**src/rtl/quad_line_pkg.sv**
```systemverilog
package quad_line_pkg;
   // ----------------------------------------------------------------
   // sizes
   // ----------------------------------------------------------------
   localparam int NUM_CHAN = 4;   // serial channels sharing ready pins
   localparam int CHAR_W = 8;     // received character width
   localparam int RX_DEPTH = 8;   // words of buffering per channel

   // ----------------------------------------------------------------
   // levels after reset and while idle
   // ----------------------------------------------------------------
   localparam logic LINE_IDLE = 1'h1;   // mark level of a serial line
   localparam logic READY_OFF_N = 1'h1; // active-low ready, negated
   localparam logic OSC_RESET = 1'h0;   // clock output level in reset

   // ----------------------------------------------------------------
   // per-channel pin and control group
   // ----------------------------------------------------------------
   typedef struct packed {
      logic serial_in;  // external receive pin level
      logic tx_bit;     // bit the transmitter wants on the line
      logic tx_active;  // transmitter is shifting a character
      logic tx_enable;  // transmitter enabled
      logic loopback;   // local loop-back mode selected
      logic tx_space;   // transmit holding reg or buffer has room
   } chan_ctl_t;

   // character handed from the internal receiver
   typedef struct packed {
      logic valid;
      logic [CHAR_W-1:0] data;
   } rx_char_t;
endpackage : quad_line_pkg

```
**src/rtl/char_fifo.sv**
```systemverilog
`timescale 1ns/1ps
module char_fifo #(
   parameter int WIDTH = 8,
   parameter int DEPTH = 8
) (
   // clock and reset
   input wire logic i_clk,
   input wire logic i_rst_n,
   // filling side
   input wire logic i_wr_valid,
   output logic o_wr_ready,
   input wire logic [WIDTH-1:0] i_wr_data,
   // draining side
   output logic o_rd_valid,
   input wire logic i_rd_ready,
   output logic [WIDTH-1:0] o_rd_data
);
   localparam int AW = $clog2(DEPTH);

   // ----------------------------------------------------------------
   // elaboration checks
   // ----------------------------------------------------------------
   // pointers wrap naturally, so only powers of two are served
   if (DEPTH < 2 || (DEPTH & (DEPTH - 1)) != 0) begin : g_bad_depth
      $error("char_fifo depth must be a power of two, at least 2");
   end

   logic [WIDTH-1:0] mem_q [DEPTH];  // storage flops
   logic [AW-1:0] wr_ptr_q;          // next slot to write
   logic [AW-1:0] rd_ptr_q;          // oldest word
   logic [AW:0] count_q;             // words held
   logic [AW:0] count_d;
   logic push;
   logic pop;

   // ----------------------------------------------------------------
   // handshakes
   // ----------------------------------------------------------------
   assign push = i_wr_valid && o_wr_ready;
   assign pop = o_rd_valid && i_rd_ready;
   assign o_rd_data = mem_q[rd_ptr_q];

   // occupancy after this cycle
   always_comb begin
      count_d = count_q;
      if (push && !pop) begin
         count_d = count_q + 1'b1;
      end else if (pop && !push) begin
         count_d = count_q - 1'b1;
      end
   end

   // storage, no reset needed on data
   always_ff @(posedge i_clk) begin
      if (push) begin
         mem_q[wr_ptr_q] <= i_wr_data;
      end
   end

   // pointers and count
   always_ff @(posedge i_clk or negedge i_rst_n) begin
      if (!i_rst_n) begin
         wr_ptr_q <= '0;
         rd_ptr_q <= '0;
         count_q <= '0;
      end else begin
         if (push) wr_ptr_q <= wr_ptr_q + 1'b1;
         if (pop) rd_ptr_q <= rd_ptr_q + 1'b1;
         count_q <= count_d;
      end
   end

   // flags registered so full and empty come from flops
   always_ff @(posedge i_clk or negedge i_rst_n) begin
      if (!i_rst_n) begin
         o_wr_ready <= 1'b1;
         o_rd_valid <= 1'b0;
      end else begin
         o_wr_ready <= (count_d != (AW+1)'(DEPTH));
         o_rd_valid <= (count_d != '0);
      end
   end
endmodule : char_fifo

```
**src/rtl/quad_line_pins.sv**
```systemverilog
// Behaviour
// transmit pin high in reset, idle, disabled
// remote holds receive pin high when idle
// loop-back disables pin, loops transmit inward
// loop-back ignores external receive pin
// receive-ready low when any channel holds data
// receive-ready high once all channels empty
// transmit-ready low when any channel has room
// transmit-ready high only when all full
// per-channel ready status exposed separately
// reference from crystal or external clock
// buffered oscillator output on companion pin (the code gives it at half the reference rate)
// reset returns outputs, disables serial lines
// shared ready is AND of channel readies
`timescale 1ns/1ps
module quad_line_pins #(
   parameter int NCH = quad_line_pkg::NUM_CHAN,
   parameter int CW = quad_line_pkg::CHAR_W,
   parameter int DEPTH = quad_line_pkg::RX_DEPTH
) (
   // reference clock and reset
   input wire logic i_clk,
   input wire logic i_rst_n,
   // serial side and transmitter controls
   input wire quad_line_pkg::chan_ctl_t [NCH-1:0] i_chan,
   output logic [NCH-1:0] o_serial_out,
   output logic [NCH-1:0] o_rx_line,
   // characters from the internal receivers
   input wire quad_line_pkg::rx_char_t [NCH-1:0] i_rx_char,
   output logic [NCH-1:0] o_rx_char_ready,
   // host unload port
   input wire logic [NCH-1:0] i_host_pop,
   output logic [NCH-1:0] o_host_valid,
   output logic [NCH-1:0][CW-1:0] o_host_data,
   // readiness, per channel and shared
   output logic [NCH-1:0] o_receive_ready_chan_n,
   output logic [NCH-1:0] o_transmit_ready_chan_n,
   output logic o_receive_ready_all_n,
   output logic o_transmit_ready_all_n,
   // reference divided by two
   output logic o_osc_clock_out
);
   import quad_line_pkg::*;

   // ----------------------------------------------------------------
   // elaboration checks
   // ----------------------------------------------------------------
   if (NCH < 1 || CW < 1) begin : g_bad_size
      $error("quad_line_pins needs at least one channel and data bit");
   end

   // merge of active-low flags: any low pulls the result low
   function automatic logic and_all_n(input logic [NCH-1:0] v);
      and_all_n = &v;
   endfunction : and_all_n

   logic [NCH-1:0] fifo_valid;   // channel buffer holds a character
   logic [NCH-1:0] fifo_pop;     // host unload accepted
   logic [NCH-1:0][CW-1:0] fifo_data;
   logic [NCH-1:0] rx_rdy_n;     // per-channel receive ready, low
   logic [NCH-1:0] tx_rdy_n;     // per-channel transmit ready, low
   logic osc_q;                  // divided reference

   // ----------------------------------------------------------------
   // receive buffering, one fifo per channel
   // ----------------------------------------------------------------
   for (genvar c = 0; c < NCH; c++) begin : g_chan
      char_fifo #(
         .WIDTH(CW),
         .DEPTH(DEPTH)
      ) u_fifo (
         .i_clk(i_clk),
         .i_rst_n(i_rst_n),
         .i_wr_valid(i_rx_char[c].valid),
         .o_wr_ready(o_rx_char_ready[c]),
         .i_wr_data(i_rx_char[c].data),
         .o_rd_valid(fifo_valid[c]),
         .i_rd_ready(i_host_pop[c]),
         .o_rd_data(fifo_data[c])
      );
   end

   assign fifo_pop = fifo_valid & i_host_pop;
   // a channel with a buffered character is ready to unload
   assign rx_rdy_n = ~fifo_valid;
   // transmit readiness is only a level from the transmitter side
   always_comb begin
      tx_rdy_n = '1;
      for (int c = 0; c < NCH; c++) begin
         tx_rdy_n[c] = ~i_chan[c].tx_space;
      end
   end

   // ----------------------------------------------------------------
   // serial transmit pins
   // ----------------------------------------------------------------
   // mark level unless an enabled, non-looped transmitter is shifting
   always_ff @(posedge i_clk or negedge i_rst_n) begin
      if (!i_rst_n) begin
         o_serial_out <= {NCH{LINE_IDLE}};
      end else begin
         for (int c = 0; c < NCH; c++) begin
            if (i_chan[c].loopback) begin
               o_serial_out[c] <= LINE_IDLE;
            end else if (i_chan[c].tx_enable && i_chan[c].tx_active) begin
               o_serial_out[c] <= i_chan[c].tx_bit;
            end else begin
               o_serial_out[c] <= LINE_IDLE;
            end
         end
      end
   end

   // ----------------------------------------------------------------
   // receiver line selection
   // ----------------------------------------------------------------
   // the remote side keeps the pin at mark while idle, so the
   // receiver needs no extra gating in normal mode
   always_ff @(posedge i_clk or negedge i_rst_n) begin
      if (!i_rst_n) begin
         o_rx_line <= {NCH{LINE_IDLE}};
      end else begin
         for (int c = 0; c < NCH; c++) begin
            if (i_chan[c].loopback) begin
               // pin ignored, transmit stream fed back
               o_rx_line[c] <= (i_chan[c].tx_enable &&
                                i_chan[c].tx_active) ?
                               i_chan[c].tx_bit : LINE_IDLE;
            end else begin
               o_rx_line[c] <= i_chan[c].serial_in;
            end
         end
      end
   end

   // ----------------------------------------------------------------
   // host unload register
   // ----------------------------------------------------------------
   // one-cycle valid with the unloaded character
   always_ff @(posedge i_clk or negedge i_rst_n) begin
      if (!i_rst_n) begin
         o_host_valid <= '0;
         o_host_data <= '0;
      end else begin
         o_host_valid <= fifo_pop;
         for (int c = 0; c < NCH; c++) begin
            if (fifo_pop[c]) o_host_data[c] <= fifo_data[c];
         end
      end
   end

   // ----------------------------------------------------------------
   // ready pins, per channel and merged
   // ----------------------------------------------------------------
   // registered, so the pins lag the buffer state by one cycle
   always_ff @(posedge i_clk or negedge i_rst_n) begin
      if (!i_rst_n) begin
         o_receive_ready_chan_n <= {NCH{READY_OFF_N}};
         o_transmit_ready_chan_n <= {NCH{READY_OFF_N}};
         o_receive_ready_all_n <= READY_OFF_N;
         o_transmit_ready_all_n <= READY_OFF_N;
      end else begin
         o_receive_ready_chan_n <= rx_rdy_n;
         o_transmit_ready_chan_n <= tx_rdy_n;
         o_receive_ready_all_n <= and_all_n(rx_rdy_n);
         o_transmit_ready_all_n <= and_all_n(tx_rdy_n);
      end
   end

   // ----------------------------------------------------------------
   // oscillator companion output
   // ----------------------------------------------------------------
   // a flop cannot copy a clock edge for edge, so the buffered
   // reference is given at half rate
   always_ff @(posedge i_clk or negedge i_rst_n) begin
      if (!i_rst_n) begin
         osc_q <= OSC_RESET;
      end else begin
         osc_q <= ~osc_q;
      end
   end
   assign o_osc_clock_out = osc_q;
endmodule : quad_line_pins

```
**config.mk**
```make
export PLATFORM = sky130hd
export DESIGN_NAME = quad_line_pins
export DESIGN_NICKNAME = d
export VERILOG_FILES = /design/src/rtl/quad_line_pkg.sv /design/src/rtl/char_fifo.sv /design/src/rtl/quad_line_pins.sv
export SDC_FILE = /design/constraint.sdc
export NUM_CORES = 1
export LEC_CHECK = 0
export BUFFER_PORTS_ARGS = -buffer_cell sky130_fd_sc_hd__buf_2
export CORE_ASPECT_RATIO = 1.1
export CORE_MARGIN = 2
export CORE_UTILIZATION = 59
export DETAILED_ROUTE_END_ITERATION = 12
export MAX_ROUTING_LAYER = met4
export PLACE_DENSITY_LB_ADDON = 0.12
export SYNTH_ARGS = -nofsm -noshare
export SYNTH_HDL_FRONTEND = slang
export SYNTH_HIERARCHICAL = 1
export SYNTH_SLANG_ARGS = --single-unit
```
**constraint.sdc**
```tcl
create_clock -name i_clk -period 5.46 [get_ports i_clk]
set_input_delay 0.273 -clock i_clk [delete_from_list [all_inputs] [get_ports i_clk]]
set_output_delay 0.273 -clock i_clk [all_outputs]
set_load 0.01 [all_outputs]
```
==> impl_metrics.tcl, run 1 <==
set metrics [dict create \
    synth.avg_cell_area_um2 17.8 \
    hold_end "o_rx_line[1]" \
    dp_hpwl_mm 17.1 \
    cts_tree "yes" \
    ant_nets 0 \
    critPathLaunchType "register" \
    fin_tns_setup_ns 0 \
    fmax_ghz 0.417 \
    yosysWarnings 6 \
    cts_setup_buffers 0 \
    slowest_stage "dfrtp_1" \
    synth_area_leaders "edfxtp_1 (53%), dfrtp_1 (14%), mux4_2 (10%)" \
    synth_top_area_share_pct 53.3 \
    synth_seq_area_share_pct 71.3 \
    clk_pin_slew_ns 0.06 \
    clock_skew_ns 0.0157 \
    hold_viol 0 \
    antenna_found_initial 1 \
    rsz0062_at_grt "no" \
    grt_overflow 0 \
    path_cells "mux4_2 > mux2_2 > mux2_4" \
    post_cts_resized 0 \
    worstPathMaxFanout 18 \
    post-route-period-util_pct 43.9 \
    hold_depth 2 \
    r2r_setup_slack_ns 3.06 \
    finalNonFillerCells 1319 \
    wl_mm 27.4 \
    vias 7562 \
    post-route-drc-count 0 \
    grt_first_pass_wirelength_mm 43.4 \
    total_power_mw 9.14 \
    synth_seq_cells 359 \
    synth_edf_count 256 \
    drive_gt1_share_pct 36.2 \
    synthesis.area_um2 14400 \
    clk_latency_ns 0.52 \
    io_buffers 124 \
    r2r_end "o_host_data[28]" \
    drt_iter0_markers 547 \
    hold-worst-slack_ns 0.0225 \
    ir_worst_vdd_mv 0.330 \
    area_delta_synth_final_pct 16.8 \
    core.rowCount 60 \
    worst_pin_slew_ns 1.12 \
    fp.dieArea_um2 25700 \
    min_from "i_chan[7]" \
    mappedNetlistNets 892 \
    relSlewSlack_pct 25.6 \
    ioPinCount 125 \
    p_leak_nw 6.26 \
    grt_max_degree 56 \
    drv_cap 0 \
    crit_arrival_ns 2.79 \
    start_util_pct 59.5 \
    yosys.area.top_type "edfxtp_1" \
    numCtsBuffers 38 \
    hold_class "in2reg" \
    synth_cell_type_count 38 \
    htree_levels 2 \
    routabilityCongestion 0.795 \
    synth_common_cells "edfxtp_1 (256), dfrtp_1 (81), mux4_2 (64)" \
    yosysMostFrequentCell "edfxtp_1" \
    die_x_um 153 \
    layout.nets 1060 \
    dp.cells 1227 \
    wire_per_inst_um 20.8 \
    crit_type "reg2reg" \
    setup.worst_path.end_class "register" \
    r2r_start "g_chan[3].u_fifo/rd_ptr_q[0]" \
    first_pass_iters 5 \
    finalSetupViolCount 0 \
    slew_viol_final 0 \
    clockBufferDepth 3 \
    synthArstFlopShare_pct 28.7 \
    slowest_delay_ns 1.08 \
    synth_flop_cell "edfxtp_1" \
    core_area_um2 24200 \
    syn_inst 810 \
    fin_crit_ns 2.40 \
    die_y_um 168 \
    drt-vias-per-instance 5.73 \
    worstPathRequired_ns 5.85 \
    p_per_area_nw_per_um2 542 \
    groute.usage.overall_pct 22.5 \
    root_buffer "clkbuf_16" \
    hold_buffers 21 \
    cts_sinks 359 \
    crit_start "g_chan[3].u_fifo/rd_ptr_q[0]" \
    status "finished, final reports clean" \
    reg2regPathDepth 3 \
    grt_pass1_vias 8329 \
]
-- kinds of logic (layout without fill, tap and decap cells) --
kind of cell	Yosys count	in the layout	synth area share, %
flip-flops	359	359	71.3
AND/OR/NAND/NOR	186	186	6.50
multiplexers	136	136	15.8
buffers and inverters	53	251	1.66
AO/OA/AOI/OAI	40	40	2.12
XOR/XNOR	20	20	1.21
adder cells (fa/ha/maj)	16	16	1.39
other	0	1	0
-- flip-flops by register name, summed over array words and instances, names as in the netlist, 12 cells and up --
register	cells
g_chan.u_fifo/count_q	16
g_chan.u_fifo/mem_q	256
g_chan.u_fifo/rd_ptr_q	12
g_chan.u_fifo/wr_ptr_q	12
o_host_data	32
-- metrics by stage --
step / area, um^2 / utilization (%) / worst slack [ns]
global route: 16800 / 69.5 / 2.86
floorplan: 14400 / - / 3.42
detailed placement: 15400 / 63.4 / 3.03
global placement: 15400 / 63.4 / 3.08
CTS: 16800 / 69.5 / 2.98
finish: 16800 / 69.5 / 3.06
-- per-layer routing --
layer | GRT usage [%] | routed length, um
met2 | 38.6 | 14200
met5 | - | 0
met4 | 6.76 | 510
met1 | 28.0 | 11400
met3 | 3.73 | 1300
-- power breakdown --
group          switching, mW  internal (mW)
clock network          0.988           1.56
registers              0.657           3.57
logic                   1.03           1.33
-- layout make-up --
| cell class | count | area (um^2) |
|---|---|---|
| diodes | 1 | 2.50 |
| multi-input cells | 398 | 3910 |
| repair buffers | 152 | 886 |
| inverters | 29 | 109 |
| flip-flops and latches | 359 | 10300 |
| clock buffers | 60 | 1170 |
| fillers | 1552 | 7400 |
| well taps | 310 | 388 |
| clock inverters | 10 | 98.8 |
-- how the worst max path moves through the flow --
| stage | endpoint | slack (ns) | cells after the start |
|---|---|---|---|
| after floorplan | o_host_data[24] | 3.42 | 5 |
| after global placement | o_host_data[28] | 3.08 | 3 |
| after detailed placement | o_host_data[28] | 3.03 | 3 |
| after CTS | o_host_data[28] | 2.98 | 3 |
| after global routing | o_host_data[28] | 2.86 | 3 |
| final | o_host_data[28] | 3.06 | 3 |
-- placed cells by master, fill, tap and decap left out, types with 16 or more instances in the layout --
cell / n
clkbuf_16: 41
inv_1: 29
dfstp_2: 22
buf_2: 123
mux4_2: 64
dfrtp_1: 81
nor2_1: 44
nand3_1: 16
nand2_1: 60
dlygate4sd3_1: 21
xnor2_1: 20
ha_1: 16
mux2_2: 60
edfxtp_1: 256
-- worst max-delay path: cells and delay by family, from the launching register on --
kind	cells	cell delay, ns
flip-flops	1	1.08
multiplexers	3	1.19
(Power assumes the default switching activity.)
==> run 2: changes to the inputs <==
Clock period 5.46 ns to 2.4 ns, I/O delays scaled along.
==> impl_metrics.tcl, run 2 (synthesis gave the netlist of run 1 again) <==
set metrics [dict create \
    status "finished, final reports clean" \
    antenna_found_initial 0 \
    top_register "g_chan.u_fifo/mem_q" \
    power.switching_mw 6.25 \
    mostFrequentLayoutCells "edfxtp_1 (256), buf_2 (123), dfrtp_1 (81), mux4_2 (64)" \
    largest_reg_flops 256 \
    p_leak_nw 6.63 \
    post-route-drc-count 0 \
    fp.dieArea_um2 25700 \
    die_y_um 168 \
    crit_start "g_chan[2].u_fifo/count_q[0]" \
    r2r_start "g_chan[2].u_fifo/count_q[0]" \
    post-route-period-util_pct 86.8 \
    root_buffer "clkbuf_16" \
    hold_depth 3 \
    use_met2_pct 39.1 \
    reg_top3 "g_chan.u_fifo/mem_q: 256 flops, o_host_data: 32 flops, g_chan.u_fifo/count_q: 16 flops" \
    use_met1_pct 29.9 \
    groute.usage.overall_pct 23.2 \
    cts_tree "yes" \
    worst_slack_ns 0.316 \
    grt_overflow 0 \
    grt-busiest-layer "met2" \
    drive_gt1_share_pct 37.9 \
    rsz0062_at_grt "no" \
    clk_pin_slew_ns 0.07 \
    clock_skew_ns 0.0164 \
    setup.worst_path.end_class "register" \
    slew_viol_final 0 \
    grt_pass1_vias 8399 \
    layout.nets 1139 \
    switching_share_pct 29.3 \
    post_cts_resized 0 \
    worstPathMaxFanout 5 \
    crit_type "reg2reg" \
    design_area_um2 17500 \
    crit_arrival_ns 2.51 \
    start_util_pct 59.5 \
    first_pass_iters 4 \
    hold_viol 0 \
    finalSetupViolCount 0 \
    drt-vias-per-instance 5.72 \
    ioPinCount 125 \
    gr-usage-met3_pct 3.81 \
    cts_sinks 359 \
    clk_latency_ns 0.52 \
    area_delta_synth_final_pct 21.6 \
    drt_iter0_markers 578 \
    numCtsBuffers 36 \
    wire_per_inst_um 20.4 \
    hold_class "in2reg" \
    p_int_mw 15.0 \
    htree_levels 2 \
    routabilityCongestion 0.828 \
    placedInstanceArea_um2 15700 \
    p_comb_share_pct 29.7 \
    clkPwrFrac_pct 27.8 \
    p_seq_share_pct 42.5 \
    vias 7978 \
    worstPathRequired_ns 2.83 \
    diodes 0 \
    ant_nets 0 \
    die_x_um 153 \
    grt_first_pass_wirelength_mm 45.0 \
    min_from "i_host_pop[3]" \
    clockBufferDepth 3 \
    r2r_end "g_chan[2].u_fifo/o_wr_ready" \
    fmax_ghz 0.480 \
    reg2regPathDepth 5 \
    fin_tns_setup_ns 0 \
    hold_end "g_chan[3].u_fifo/rd_ptr_q[0]" \
    ir_worst_vdd_mv 0.734 \
    layout_commonest_cell "edfxtp_1" \
    worst_pin_slew_ns 0.749 \
    place_ws_ns 0.348 \
    p_per_area_nw_per_um2 1210 \
    critPathLaunchType "register" \
    fin_crit_ns 2.08 \
    relSlewSlack_pct 50.0 \
    core.rowCount 60 \
    r2r_setup_slack_ns 0.32 \
    wl_mm 28.5 \
    grt_max_degree 48 \
    core_area_um2 24200 \
    drv_cap 0 \
    dp_hpwl_mm 18.1 \
    cts_setup_buffers 0 \
    io_buffers 124 \
]
## run 2: worst max path at each step
stage,end,slack (ns),cells past startpoint
global route,g_chan[2].u_fifo/o_wr_ready,0.27,5
floorplan,o_host_data[24],0.36,5
finish,g_chan[2].u_fifo/o_wr_ready,0.32,5
global placement,g_chan[1].u_fifo/o_wr_ready,0.46,5
detailed placement,g_chan[2].u_fifo/o_wr_ready,0.35,5
CTS,g_chan[2].u_fifo/o_wr_ready,0.33,5
## run 2: cell type report
| class | count | area (um^2) |
|---|---|---|
| Sequential cell | 359 | 10300 |
| Multi-Input combinational cell | 398 | 3890 |
| Tap cell | 310 | 388 |
| Clock inverter | 26 | 322 |
| Timing Repair Buffer | 233 | 1600 |
| Fill cell | 1478 | 6700 |
| Inverter | 29 | 109 |
| Clock buffer | 40 | 947 |
## run 2: power groups by stage
stage / logic (mW) / registers (mW) / clock network [mW]
finish: 6.33 / 9.04 / 5.92
detailed placement: 6.28 / 9.13 / 0
floorplan: 4.44 / 8.97 / 0
global placement: 6.02 / 9.02 / 0
global route: 6.91 / 9.18 / 6.28
CTS: 6.40 / 9.03 / 6.04
## run 2: routing by layer
layer / share of wire (%) / vias up
li1: - / 3611
met1: 41 / 4108
met2: 52 / 211
met3: 4.7 / 48
met4: 1.8 / 0
met5: 0 / -
## run 2: through the flow
step / hold slack, ns / cells / util, % / total power [mW]
after floorplan: -0.176 / 810 / - / 13.4
after global placement: 0.219 / 1272 / 64.8 / 15.0
after detailed placement: 0.227 / 1272 / 64.8 / 15.4
after CTS: 0.0125 / 1395 / 72.4 / 21.5
after global routing: 0.0685 / 1395 / 72.4 / 22.4
final: 0.0257 / 1395 / 72.4 / 21.3
## run 2: worst max-delay path: stages, from the launching register on
cell	delay (ns)
dfrtp_1	0.41
inv_1	0.11
ha_1	0.35
or4_4	0.55
o211ai_2	0.09
or4b_1	0.48
## run 2: timing repair
item,4_1_cts,5_1_grt
hold endpoints to repair,311,0
setup endpoints to repair,0,0
hold buffers,57,0
==> run 3: changes to the inputs <==
Settings changed: CELL_PAD_IN_SITES_DETAIL_PLACEMENT from default to 1, CELL_PAD_IN_SITES_GLOBAL_PLACEMENT from default to 2, CORE_UTILIZATION 59 to 45.
==> impl_metrics.tcl, run 3 (synthesis gave the netlist of run 1 again) <==
set metrics [dict create \
    fp.dieArea_um2 33500 \
    grt_first_pass_wirelength_mm 49.5 \
    clockBufferDepth 3 \
    vias 7867 \
    p_comb_share_pct 30.0 \
    r2r_setup_slack_ns 0.34 \
    p_leak_nw 6.65 \
    fmax_ghz 0.485 \
    power.switching_mw 6.40 \
    htree_levels 2 \
    setup.worst_path.end_class "register" \
    first_pass_iters 4 \
    worstPathMaxFanout 5 \
    core_area_um2 31500 \
    p_seq_share_pct 42.1 \
    hold-worst-slack_ns 0.0381 \
    layout.nets 1139 \
    worst_pin_slew_ns 0.806 \
    cts_sinks 359 \
    r2r_end "g_chan[0].u_fifo/o_wr_ready" \
    area_delta_synth_final_pct 22.9 \
    relSlewSlack_pct 46.3 \
    switching_share_pct 29.7 \
    hold_viol 0 \
    path_cells "inv_1 > ha_1 > or4_4 > o211ai_2 > or4b_1" \
    antenna_found_initial 2 \
    post-route-drc-count 0 \
    status "finished, final reports clean" \
    finalSetupViolCount 0 \
    start_util_pct 45.8 \
    fin_util_pct 56.3 \
    clk_pin_slew_ns 0.06 \
    io_buffers 124 \
    worst_slack_ns 0.338 \
    path_delay_family "simple AND/OR/NAND/NOR gates" \
    grt_pass1_vias 8819 \
    core.rowCount 68 \
    p_int_mw 15.1 \
    drv_cap 0 \
    layout_commonest_cell "edfxtp_1" \
    post_cts_resized 0 \
    worstPathRequired_ns 2.83 \
    root_buffer "clkbuf_16" \
    drive_gt1_share_pct 37.4 \
    die_x_um 175 \
    cts_tree "yes" \
    cts_setup_buffers 0 \
    crit_type "reg2reg" \
    clock_skew_ns 0.0157 \
    numCtsBuffers 38 \
    drt-vias-per-instance 5.21 \
    grt_overflow 0 \
    slew_viol_final 0 \
    fin_tns_setup_ns 0 \
    wl_mm 31.5 \
    slowest_delay_ns 0.56 \
    clkPwrFrac_pct 27.9 \
    reg2regPathDepth 5 \
    fillers 2938 \
    top_register "g_chan.u_fifo/mem_q" \
    hold_buffers 54 \
    place_ws_ns 0.322 \
    reg_top3 "g_chan.u_fifo/mem_q: 256 flops, o_host_data: 32 flops, g_chan.u_fifo/count_q: 16 flops" \
    dp_hpwl_mm 20.5 \
    path_buf_inv 1 \
    slowest_stage "or4_4" \
    hold_end "g_chan[1].u_fifo/rd_ptr_q[0]" \
    rsz0062_at_grt "no" \
    ioPinCount 125 \
    grt_max_degree 52 \
    clk_latency_ns 0.52 \
    ir_worst_vdd_mv 0.920 \
    r2r_start "g_chan[0].u_fifo/count_q[0]" \
    routabilityCongestion 0.743 \
    crit_arrival_ns 2.50 \
    critPathLaunchType "register" \
    largest_reg_flops 256 \
    hold_class "in2reg" \
    die_y_um 192 \
    mostFrequentLayoutCells "edfxtp_1 (256), buf_2 (123), dfrtp_1 (81), mux4_2 (64)" \
    hold_depth 3 \
    fin_crit_ns 2.06 \
    post-route-period-util_pct 85.9 \
    p_per_area_nw_per_um2 1220 \
    wire_per_inst_um 20.9 \
    groute.usage.overall_pct 19.9 \
    min_from "i_host_pop[1]" \
    ant_nets 0 \
    drt_iter0_markers 358 \
]
==> run 3: cell count changes in the layout (fill, tap and decap cells not counted), moves of 3 or more <==
cell | previous run | this run
clkinvlp_4 | 5 | 2
clkbuf_1 | 2 | 11
clkinv_2 | 5 | 2
dlygate4sd3_1 | 57 | 54
buf_12 | 1 | 4
clkbuf_16 | 37 | 41
==> run 3: how the worst max path moves through the flow <==
stage          cells past startpoint                         start  slack [ns]                     endpoint
2_1_floorplan                      5  g_chan[3].u_fifo/rd_ptr_q[0]        0.36              o_host_data[24]
3_3_place_gp                       5   g_chan[1].u_fifo/count_q[0]        0.45  g_chan[1].u_fifo/o_wr_ready
3_5_place_dp                       5   g_chan[3].u_fifo/count_q[0]        0.32  g_chan[3].u_fifo/o_wr_ready
4_1_cts                            5   g_chan[3].u_fifo/count_q[0]        0.33  g_chan[3].u_fifo/o_wr_ready
5_1_grt                            5   g_chan[0].u_fifo/count_q[0]        0.24  g_chan[0].u_fifo/o_wr_ready
6_report                           5   g_chan[0].u_fifo/count_q[0]        0.34  g_chan[0].u_fifo/o_wr_ready
==> run 3: area by class of cell <==
cell class	instances	area, um^2	share of cell area (%)
tap	420	526	2.96
timing repair buffer	231	1610	9.09
sequential	359	10300	58.1
multi-input combinational	398	3890	22.0
clock inverter	18	219	1.24
antenna	2	5.00	0.0282
inverter	29	109	0.614
clock buffer	52	1070	6.02
==> run 3: tightest hold or removal path, stage by stage <==
cell and delay [ns]:
buf_2 0.15, nand2_1 0.14, xnor2_1 0.10
==> run 3: metrics by stage <==
| stage | cells | power, mW | instance area [um^2] |
|---|---|---|---|
| global placement | 1383 | 15.3 | 15900 |
| floorplan | 810 | 13.4 | 14400 |
| global route | 1509 | 22.8 | 17700 |
| finish | 1509 | 21.5 | 17700 |
| detailed placement | 1383 | 15.7 | 15900 |
| CTS | 1507 | 21.9 | 17700 |
==> run 3: metal layers <==
layer | GRT usage, % | share of wire, % | wire length [um]
met1 | 23.9 | 41 | 12900
met4 | 5.19 | 1.9 | 591
met5 | - | 0 | 0
met3 | 3.50 | 4.4 | 1400
met2 | 35.0 | 53 | 16600
==> run 3: power by group through the flow <==
stage | clock (mW) | combinational (mW) | sequential (mW)
final | 6.01 | 6.47 | 9.07
after global placement | 0 | 6.23 | 9.08
after floorplan | 0 | 4.44 | 8.97
after global routing | 6.41 | 7.12 | 9.25
after detailed placement | 0 | 6.51 | 9.21
after CTS | 6.16 | 6.63 | 9.09
